$ cat config.mk
export PLATFORM = sky130hd
export DESIGN_NAME = grt16_timer
export DESIGN_NICKNAME = d
export VERILOG_FILES = /design/src/rtl/grt16_pkg.sv /design/src/rtl/grt16_timer.sv
export VERILOG_INCLUDE_DIRS = /design/src /design/src/rtl
export SDC_FILE = /design/constraint.sdc
export NUM_CORES = 1
export LEC_CHECK = 0
export BUFFER_PORTS_ARGS = -buffer_cell sky130_fd_sc_hd__buf_2
export CORE_MARGIN = 8
export CORE_UTILIZATION = 38
export DETAILED_ROUTE_END_ITERATION = 6
export SLEW_MARGIN = 10
export SYNTH_ARGS = -nofsm -noshare
export SYNTH_HDL_FRONTEND = slang
export SYNTH_SLANG_ARGS = --single-unit
$ cat constraint.sdc
create_clock -name clk_sys -period 2.5 [get_ports clk_sys]
set_input_delay 0.25 -clock clk_sys [delete_from_list [all_inputs] [get_ports clk_sys]]
set_output_delay 0.25 -clock clk_sys [all_outputs]
set_load 0.02 [all_outputs]
$ cat src/rtl/grt16_regs.svh
// register map, field positions, reset values and limits of the 16-bit timer
// assumes a 12-bit byte address on the register bus
`ifndef GRT16_REGS_SVH
`define GRT16_REGS_SVH
// register indices, byte address is four times the index
`define GRT_IDX_COUNT   16'h0100
`define GRT_IDX_PERIOD  16'h0102
`define GRT_IDX_CTRL    16'h0104
`define GRT_IDX_STATUS  16'h0106
`define GRT_IDX_MASK    16'h0108
`define GRT_IDX_OSC     16'h010a
`define GRT_ADR_COUNT   12'h400
`define GRT_ADR_PERIOD  12'h408
`define GRT_ADR_CTRL    12'h410
`define GRT_ADR_STATUS  12'h418
`define GRT_ADR_MASK    12'h420
`define GRT_ADR_OSC     12'h428
// control field positions
`define GRT_CTL_EN      15
`define GRT_CTL_IDLE    13
`define GRT_CTL_GATE    6
`define GRT_CTL_PS_HI   5
`define GRT_CTL_PS_LO   4
`define GRT_CTL_SYNC    2
`define GRT_CTL_SRC     1
`define GRT_OSC_LPEN    1
// status and mask bits
`define GRT_ST_MATCH    0
`define GRT_ST_WAKE     1
// reset values
`define GRT_PER_RST     16'hffff
`define GRT_CNT_RST     16'h0000
`define GRT_PRE_RST     8'h00
// prescaler terminal counts for 1:8, 1:64, 1:256
`define GRT_PS8_LIM     8'h07
`define GRT_PS64_LIM    8'h3f
`define GRT_PS256_LIM   8'hff
// bus answers
`define GRT_RESP_OKAY   2'b00
`define GRT_RESP_SLVERR 2'b10
`endif

$ cat src/rtl/grt16_pkg.sv
// types shared by the 16-bit timer
// constants live in grt16_regs.svh
package grt16_pkg;
  typedef struct packed {
    logic       enable;
    logic       idle_stop;
    logic       gate_accum;
    logic [1:0] ps;
    logic       ext_sync;
    logic       src_sel;
  } grt16_ctrl_t;
  typedef struct packed {
    logic wake;
    logic match;
  } grt16_irq_t;
endpackage : grt16_pkg

$ cat src/rtl/grt16_timer.sv
// 16-bit period timer/counter with gate, prescaler and low-power oscillator mode
// assumes clk_sys is the instruction clock; pins and oscillator are asynchronous
//
// Register access over AXI4-Lite was decided locally.
`timescale 1ns/1ps
`default_nettype none
`include "grt16_regs.svh"

// Overview of operation
// internal mode counts each instruction cycle up to period, then zero
// external clock rising edges counted up to period, then restart at zero
// idle_stop is bit 13 of control
// gate, enable and internal source: count cycles only while gate pin high
// idle with idle_stop set halts counting; clear keeps counting
// prescaler divides by 1, 8, 64 or 256 via bits 5:4
// prescaler cleared on count write, enable clear, or reset
// prescaler otherwise frozen while disabled
// control writes leave count unchanged; only count writes change it
// sleep counting needs enable, external source and asynchronous setting
// in sleep keeps counting to period, wraps to zero, match may interrupt
// match sets flag, interrupt if enabled; only software clears flag
// gated mode also flags each gate falling edge
// oscillator mode counts 32 kHz oscillator rising edges to period
// software keeps ext_clock_sync zero for oscillator counting
// low_power_osc_enable disables normal modes, enables carry-out wake event
// oscillator counting continues in sleep while control unchanged
// flag in step reaching period; zero loaded on following step
// reset: period all ones, control zero, count undefined
module grt16_timer (
  input  wire logic        clk_sys,
  input  wire logic        reset_n,
  input  wire logic        clk_en,
  input  wire logic        gate_clock_pin,
  input  wire logic        lp_osc_clk,
  input  wire logic        idle_mode,
  input  wire logic        sleep_mode,
  input  wire logic [11:0] s_axi_awaddr,
  input  wire logic        s_axi_awvalid,
  output var  logic        s_axi_awready,
  input  wire logic [31:0] s_axi_wdata,
  input  wire logic [3:0]  s_axi_wstrb,
  input  wire logic        s_axi_wvalid,
  output var  logic        s_axi_wready,
  output var  logic [1:0]  s_axi_bresp,
  output var  logic        s_axi_bvalid,
  input  wire logic        s_axi_bready,
  input  wire logic [11:0] s_axi_araddr,
  input  wire logic        s_axi_arvalid,
  output var  logic        s_axi_arready,
  output var  logic [31:0] s_axi_rdata,
  output var  logic [1:0]  s_axi_rresp,
  output var  logic        s_axi_rvalid,
  input  wire logic        s_axi_rready,
  output var  logic        irq,
  output var  logic        wake_event
);

  grt16_pkg::grt16_ctrl_t ctrl;
  grt16_pkg::grt16_irq_t  status;
  grt16_pkg::grt16_irq_t  mask;
  logic [15:0] count;
  logic [15:0] period;
  logic [7:0]  pre_cnt;
  logic        lpen;
  logic        pin_s1, pin_s2, pin_s3;
  logic        lp_s1, lp_s2, lp_s3;
  logic        aw_got, w_got;
  logic [11:0] aw_addr;
  logic [31:0] w_data;
  logic [3:0]  w_strb;
  logic        do_wr;
  logic        wr_cnt, wr_per, wr_ctl, wr_st, wr_msk, wr_osc;
  logic [15:0] next_ctrl_word;
  logic        pin_rise, pin_fall, lp_rise;
  logic        tick, run, pre_hit, step;
  logic [15:0] next_count;
  logic        gate_fall;
  logic        match_evt;
  logic [7:0]  pre_lim;
  logic [31:0] rd_word;
  logic        rd_ok;

  function automatic logic [15:0] merge16(input logic [15:0] old,
                                          input logic [31:0] d,
                                          input logic [3:0]  s);
    merge16 = {s[1] ? d[15:8] : old[15:8], s[0] ? d[7:0] : old[7:0]};
  endfunction : merge16

  function automatic logic [15:0] ctrl_word(input grt16_pkg::grt16_ctrl_t c);
    logic [15:0] v;
    v = 16'h0000;
    v[`GRT_CTL_EN] = c.enable;
    v[`GRT_CTL_IDLE] = c.idle_stop;
    v[`GRT_CTL_GATE] = c.gate_accum;
    v[`GRT_CTL_PS_HI:`GRT_CTL_PS_LO] = c.ps;
    v[`GRT_CTL_SYNC] = c.ext_sync;
    v[`GRT_CTL_SRC] = c.src_sel;
    ctrl_word = v;
  endfunction : ctrl_word

  // pins are asynchronous to clk_sys, so even the asynchronous counter
  // mode samples its clock here; edges closer than one cycle merge
  always_ff @(posedge clk_sys) begin
    if (!reset_n) begin
      pin_s1 <= 1'b0;
      pin_s2 <= 1'b0;
      pin_s3 <= 1'b0;
      lp_s1  <= 1'b0;
      lp_s2  <= 1'b0;
      lp_s3  <= 1'b0;
    end else if (clk_en) begin
      pin_s1 <= gate_clock_pin;
      pin_s2 <= pin_s1;
      pin_s3 <= pin_s2;
      lp_s1  <= lp_osc_clk;
      lp_s2  <= lp_s1;
      lp_s3  <= lp_s2;
    end
  end

  assign pin_rise = pin_s2 & ~pin_s3;
  assign pin_fall = ~pin_s2 & pin_s3;
  assign lp_rise  = lp_s2 & ~lp_s3;

  // write channel: address and data taken in either order
  always_ff @(posedge clk_sys) begin
    if (!reset_n) begin
      s_axi_awready <= 1'b0;
      s_axi_wready  <= 1'b0;
      aw_got        <= 1'b0;
      w_got         <= 1'b0;
      aw_addr       <= 12'h000;
      w_data        <= 32'h0000_0000;
      w_strb        <= 4'h0;
      s_axi_bvalid  <= 1'b0;
      s_axi_bresp   <= `GRT_RESP_OKAY;
    end else if (clk_en) begin
      if (s_axi_awvalid && s_axi_awready) begin
        aw_got        <= 1'b1;
        aw_addr       <= s_axi_awaddr;
        s_axi_awready <= 1'b0;
      end else if (!aw_got && !s_axi_bvalid) begin
        s_axi_awready <= 1'b1;
      end
      if (s_axi_wvalid && s_axi_wready) begin
        w_got        <= 1'b1;
        w_data       <= s_axi_wdata;
        w_strb       <= s_axi_wstrb;
        s_axi_wready <= 1'b0;
      end else if (!w_got && !s_axi_bvalid) begin
        s_axi_wready <= 1'b1;
      end
      if (do_wr) begin
        aw_got       <= 1'b0;
        w_got        <= 1'b0;
        s_axi_bvalid <= 1'b1;
        s_axi_bresp  <= (wr_cnt | wr_per | wr_ctl | wr_st | wr_msk | wr_osc) ?
                        `GRT_RESP_OKAY : `GRT_RESP_SLVERR;
      end else if (s_axi_bvalid && s_axi_bready) begin
        s_axi_bvalid <= 1'b0;
      end
    end
  end

  assign do_wr  = aw_got & w_got & ~s_axi_bvalid;
  assign wr_cnt = do_wr & (aw_addr == `GRT_ADR_COUNT);
  assign wr_per = do_wr & (aw_addr == `GRT_ADR_PERIOD);
  assign wr_ctl = do_wr & (aw_addr == `GRT_ADR_CTRL);
  assign wr_st  = do_wr & (aw_addr == `GRT_ADR_STATUS);
  assign wr_msk = do_wr & (aw_addr == `GRT_ADR_MASK);
  assign wr_osc = do_wr & (aw_addr == `GRT_ADR_OSC);
  assign next_ctrl_word = merge16(ctrl_word(ctrl), w_data, w_strb);

  // control, period, mask and oscillator registers
  always_ff @(posedge clk_sys) begin
    if (!reset_n) begin
      ctrl   <= '0;
      period <= `GRT_PER_RST;
      mask   <= '0;
      lpen   <= 1'b0;
    end else if (clk_en) begin
      if (wr_ctl) begin
        ctrl.enable     <= next_ctrl_word[`GRT_CTL_EN];
        ctrl.idle_stop  <= next_ctrl_word[`GRT_CTL_IDLE];
        ctrl.gate_accum <= next_ctrl_word[`GRT_CTL_GATE];
        ctrl.ps         <= next_ctrl_word[`GRT_CTL_PS_HI:`GRT_CTL_PS_LO];
        ctrl.ext_sync   <= next_ctrl_word[`GRT_CTL_SYNC];
        ctrl.src_sel    <= next_ctrl_word[`GRT_CTL_SRC];
      end
      if (wr_per) begin
        period <= merge16(period, w_data, w_strb);
      end
      if (wr_msk && w_strb[0]) begin
        mask <= w_data[`GRT_ST_WAKE:`GRT_ST_MATCH];
      end
      if (wr_osc && w_strb[0]) begin
        lpen <= w_data[`GRT_OSC_LPEN];
      end
    end
  end

  // count source selection
  always_comb begin
    if (!ctrl.src_sel) begin
      tick = lpen ? 1'b0 : (ctrl.gate_accum ? pin_s2 : 1'b1);
    end else begin
      tick = lpen ? lp_rise : pin_rise;
    end
  end

  // idle halts only with idle_stop; sleep needs the asynchronous external path
  assign run = ctrl.enable & ~(idle_mode & ctrl.idle_stop)
             & (~sleep_mode | (ctrl.src_sel & ~ctrl.ext_sync));

  always_comb begin
    unique case (ctrl.ps)
      2'b00:   pre_lim = `GRT_PRE_RST;
      2'b01:   pre_lim = `GRT_PS8_LIM;
      2'b10:   pre_lim = `GRT_PS64_LIM;
      2'b11:   pre_lim = `GRT_PS256_LIM;
    endcase
  end

  assign pre_hit = (pre_cnt == pre_lim);
  assign step    = clk_en & run & tick & pre_hit & ~wr_cnt;

  always_ff @(posedge clk_sys) begin
    if (!reset_n) begin
      pre_cnt <= `GRT_PRE_RST;
    end else if (clk_en) begin
      // a control write clears only on a falling enable; a count write clears even a halted prescaler
      if (wr_cnt || (wr_ctl && ctrl.enable && !next_ctrl_word[`GRT_CTL_EN])) begin
        pre_cnt <= `GRT_PRE_RST;
      end else if (run && tick) begin
        pre_cnt <= pre_hit ? `GRT_PRE_RST : pre_cnt + 8'h01;
      end
    end
  end

  assign next_count = (count == period) ? `GRT_CNT_RST : count + 16'h0001;

  // count is defined only once software writes it; zero here for convenience
  always_ff @(posedge clk_sys) begin
    if (!reset_n) begin
      count <= `GRT_CNT_RST;
    end else if (clk_en) begin
      if (wr_cnt) begin
        count <= merge16(count, w_data, w_strb);
      end else if (step) begin
        count <= next_count;
      end
    end
  end

  assign match_evt = step & (next_count == period);
  assign gate_fall = ctrl.enable & ctrl.gate_accum & ~ctrl.src_sel & ~lpen & pin_fall;

  // sticky flags, write one to clear; a new event beats the clear
  always_ff @(posedge clk_sys) begin
    if (!reset_n) begin
      status <= '0;
    end else if (clk_en) begin
      status.match <= (match_evt & ~lpen) | gate_fall |
                      (status.match & ~(wr_st & w_strb[0] & w_data[`GRT_ST_MATCH]));
      status.wake  <= (match_evt & lpen) |
                      (status.wake & ~(wr_st & w_strb[0] & w_data[`GRT_ST_WAKE]));
    end
  end

  always_ff @(posedge clk_sys) begin
    if (!reset_n) begin
      irq        <= 1'b0;
      wake_event <= 1'b0;
    end else if (clk_en) begin
      irq        <= |(status & mask);
      wake_event <= match_evt & lpen;
    end
  end

  // read side
  always_comb begin
    rd_word = 32'h0000_0000;
    rd_ok   = 1'b1;
    unique case (s_axi_araddr)
      `GRT_ADR_COUNT:  rd_word[15:0] = count;
      `GRT_ADR_PERIOD: rd_word[15:0] = period;
      `GRT_ADR_CTRL:   rd_word[15:0] = ctrl_word(ctrl);
      `GRT_ADR_STATUS: rd_word[`GRT_ST_WAKE:`GRT_ST_MATCH] = status;
      `GRT_ADR_MASK:   rd_word[`GRT_ST_WAKE:`GRT_ST_MATCH] = mask;
      `GRT_ADR_OSC:    rd_word[`GRT_OSC_LPEN] = lpen;
      default:         rd_ok = 1'b0;
    endcase
  end

  always_ff @(posedge clk_sys) begin
    if (!reset_n) begin
      s_axi_arready <= 1'b0;
      s_axi_rvalid  <= 1'b0;
      s_axi_rdata   <= 32'h0000_0000;
      s_axi_rresp   <= `GRT_RESP_OKAY;
    end else if (clk_en) begin
      if (s_axi_arvalid && s_axi_arready) begin
        s_axi_arready <= 1'b0;
        s_axi_rvalid  <= 1'b1;
        s_axi_rdata   <= rd_word;
        s_axi_rresp   <= rd_ok ? `GRT_RESP_OKAY : `GRT_RESP_SLVERR;
      end else if (s_axi_rvalid && s_axi_rready) begin
        s_axi_rvalid  <= 1'b0;
      end else if (!s_axi_rvalid) begin
        s_axi_arready <= 1'b1;
      end
    end
  end

  property p_count_inc;
    @(posedge clk_sys) disable iff (!reset_n)
    (step && count != period) |=> count == $past(count) + 16'h0001;
  endproperty
  a_count_inc: assert property (p_count_inc) else $error("count did not advance");
  property p_wrap;
    @(posedge clk_sys) disable iff (!reset_n)
    (step && count == period) |=> count == `GRT_CNT_RST;
  endproperty
  a_wrap: assert property (p_wrap) else $error("count did not wrap");
  property p_ctl_keeps_count;
    @(posedge clk_sys) disable iff (!reset_n)
    (wr_ctl && !step) |=> count == $past(count);
  endproperty
  a_ctl_keeps_count: assert property (p_ctl_keeps_count) else $error("control write moved count");
  property p_pre_clear;
    @(posedge clk_sys) disable iff (!reset_n)
    (clk_en && wr_cnt) |=> pre_cnt == `GRT_PRE_RST;
  endproperty
  a_pre_clear: assert property (p_pre_clear) else $error("prescaler not cleared");
  property p_pre_frozen;
    @(posedge clk_sys) disable iff (!reset_n)
    (!ctrl.enable && !wr_cnt) |=> $stable(pre_cnt);
  endproperty
  a_pre_frozen: assert property (p_pre_frozen) else $error("prescaler moved while off");
  property p_idle_halt;
    @(posedge clk_sys) disable iff (!reset_n)
    (idle_mode && ctrl.idle_stop) |-> !step;
  endproperty
  a_idle_halt: assert property (p_idle_halt) else $error("counted during idle stop");
  property p_sleep_gate;
    @(posedge clk_sys) disable iff (!reset_n)
    (sleep_mode && !(ctrl.src_sel && !ctrl.ext_sync)) |-> !step;
  endproperty
  a_sleep_gate: assert property (p_sleep_gate) else $error("counted in sleep");
  property p_gate_low;
    @(posedge clk_sys) disable iff (!reset_n)
    (ctrl.gate_accum && !ctrl.src_sel && !pin_s2) |-> !step;
  endproperty
  a_gate_low: assert property (p_gate_low) else $error("counted with gate low");
  property p_gate_fall_flag;
    @(posedge clk_sys) disable iff (!reset_n)
    (clk_en && gate_fall) |=> status.match;
  endproperty
  a_gate_fall_flag: assert property (p_gate_fall_flag) else $error("gate fall not flagged");
  property p_flag_sticky;
    @(posedge clk_sys) disable iff (!reset_n)
    (status.match && !wr_st) |=> status.match;
  endproperty
  a_flag_sticky: assert property (p_flag_sticky) else $error("flag cleared by itself");
  property p_irq_out;
    @(posedge clk_sys) disable iff (!reset_n)
    (clk_en && |(status & mask)) |=> irq;
  endproperty
  a_irq_out: assert property (p_irq_out) else $error("interrupt missing");
  property p_lp_wake;
    @(posedge clk_sys) disable iff (!reset_n)
    (lpen && match_evt) |=> wake_event ##1 (!wake_event || $past(match_evt));
  endproperty
  a_lp_wake: assert property (p_lp_wake) else $error("wake event missing");
  property p_lp_no_internal;
    @(posedge clk_sys) disable iff (!reset_n)
    (lpen && !ctrl.src_sel) |-> !step;
  endproperty
  a_lp_no_internal: assert property (p_lp_no_internal) else $error("internal count with osc");
  property p_reset_vals;
    @(posedge clk_sys)
    (!reset_n && clk_en) |=> (period == `GRT_PER_RST && ctrl == '0);
  endproperty
  a_reset_vals: assert property (p_reset_vals) else $error("reset values wrong");

endmodule : grt16_timer
`default_nettype wire

==> results.toml <==
[clock_tree]
htree_levels = 4
cts.clk_slew.worst_paths_ns = 0.05
clk_latency_ns = 0.42
clockRootBuffer = "clkbuf_16"
cts_hold_buf = 0
cts_tree = "built"
clockBufferDepth = 2
cts_buffers = 17
clkSinkCount = 115

[grt]
grt_pass1_wl_um = 27800
antenna_found_initial = 0
overflow = 0
grt_max_degree = 86
grt_pass1_vias = 5225
grtUsageTotal_pct = 17.4

[floorplan]
die_w_um = 143
die_area_mm2 = 0.0204
pin_count = 115
die_y_um = 143
start_util_pct = 38.7
core-area_mm2 = 0.0158
core.rowCount = 46

[critical_path]
worst_ep_required_time_ns = 2.84
r2r_setup_slack_ns = 0.10
endpoint_kind = "register"
crit_path_max_fanout = 10
arrival_ns = 2.74
cp-start-kind = "register"
critical_path_class = "reg2reg"

[finish]
area_growth_pct = 29.3
final_area_mm2 = 0.00789
drive_gt1_share_pct = 26.0
nNetsFinal = 952
antennaDiodeCount = 0

[logic_synthesis]
ys.flop_type = "dfxtp_1"
synthesis.area_mm2 = 0.00610
synth_edf_count = 0
syn_area_per_cell_um2 = 8.08
synth-seq-cells = 115
yosys_warnings = 0
synthDistinctLibCells = 62
syn_inst = 755
synth-async-reset-ratio_pct = 0
synth_area_leader_cell = "dfxtp_1"
yosysSeqAreaShare_pct = 37.7
synth_top_area_share_pct = 37.7
ys_top_cells_by_area = "dfxtp_1 (38%), nand2_1 (9.1%), mux2i_1 (6.2%)"

[placed_design]
dp_hpwl_um = 13100
gp_congestion = 0.903
io_buffers = 78
placed_area_mm2 = 0.00709

[sta]
hold_viol = 0
finClkSkew_ns = 0.00765
finalCritPeriodShare_pct = 96.0
fin_setup_tns_ns = 0
finalHoldWorstSlack_ns = 0.0767
relSlewSlack_pct = 54.5
slew_violations = 0
setup_viol = 0
tightest_slew_ns = 0.681
timing.fmax_mhz = 417
period_minus_slack_ns = 2.40

[detailed_routing]
via_per_inst = 5.06
drt-initial-drc-count = 396
vias = 5592
antenna_left = 0
drc_errors = 0
routed_wl_um = 17400
firstDrtPassIters = 7
wire_per_inst_um = 15.7

[flow_run]
cap_violations = 0

[run_status]
status = "completed"

[pwr]
peakVddDrop_uv = 468
power_uw = 4530
p_leak_uw = 0.00329
p_per_area_mw_per_mm2 = 574

[min_path]
min_path_type = "in2reg"
==> report_power, final <==
| group | internal (µW) | total [µW] | switching [µW] |
|---|---|---|---|
| clock | 1600 | 2440 | 839 |
| combinational | 83.8 | 213 | 129 |
| sequential | 1850 | 1880 | 23.1 |
==> placed cells by master, fill, tap and decap left out, types with 14 or more instances in the layout <==
cell type,count
buf_2,78
nand2_1,147
clkbuf_16,17
a21oi_1,32
conb_1,18
buf_4,73
o21ai_1,14
xnor2_1,24
nand4_1,14
nor2_1,49
nor2b_1,22
dfxtp_1,101
o21ai_0,30
mux2i_1,38
a21boi_0,33
==> what timing repair did <==
action,CTS,global route
pin swaps,3,11
endpoints found under the setup margin,3,18
resized for setup,14,30
setup buffers,0,4
==> kinds of logic (layout without fill, tap and decap cells) <==
group	after synthesis	in the layout	synth area share [%]
AOI/OAI and AO/OA	157	157	16.5
xor gates and xnor gates	44	44	6.44
adders and majority gates	2	2	0.410
buffers and inverters	76	193	6.05
DFF	115	115	37.7
muxes	39	39	6.42
other	1	18	0.0614
and+or+nand+nor	321	321	26.4
==> path summary, 6_finish.rpt <==
check                                startpoint              end  cells after the start
worst max-delay path                  count[12]       wake_event                      9
worst min-delay path            s_axi_awaddr[9]       aw_addr[9]                      3
worst max register to register        count[12]       wake_event                      9
worst min register to register  s_axi_rdata[11]  s_axi_rdata[11]                      2
==> critical path, stage by stage (launching register included) <==
cell and delay (ns):
dfxtp_4 0.36, xnor2_2 0.19, nand4_1 0.16, or4_4 0.56
buf_6 0.17, o21a_1 0.10, o22ai_1 0.18, and4_1 0.20
nand4_1 0.20, o21ai_1 0.21
==> sequential cells by signal (all words and copies together) (netlist names), 2 cells and up <==
signal,flops
aw_addr,12
count,16
ctrl,7
mask,2
period,16
pre_cnt,8
s_axi_rdata,16
status,2
w_data,16
w_strb,2
==> synthesized netlist by cell type, drive strengths merged, types with 3 or more instances <==
master,number
nor3b,3
xor2,11
o211a,3
dfxtp,115
buf,35
nor2,49
nand2b,6
xnor2,33
nand3,13
a21boi,43
o211ai,4
nor4b,3
nor2b,23
nor3,13
mux2i,38
inv,7
o21ai,44
or4,5
nor4,11
a21oi,32
a22oi,9
clkbuf,34
nand2,148
nand4,16
and3,6
and2,11
nand4b,4
==> layout make-up <==
cell class	instances	area [µm²]
repair buffers	156	1030
well taps	216	270
clock buffers	20	457
multi-input cells	581	3640
inverters	7	26.3
clock inverters	10	134
fillers	1569	7880
flip-flops and latches	115	2330
==> stage by stage <==
stage,worst slack [ns],utilization [%],instances
after floorplan,0.0829,-,772
after global placement,0.0110,45.0,1071
after detailed placement,-0.0253,45.0,1071
after CTS,0.00795,49.1,1101
after global routing,-0.0334,50.0,1105
final,0.101,50.0,1105
==> metal layers <==
layer	up-vias	GRT usage, %	routed length (µm)
li1	2830	-	-
met1	2567	24.4	8580
met2	176	24.4	7160
met3	19	4.74	1380
met4	0	6.88	262
met5	-	0	0
(Power assumes the default switching activity.)
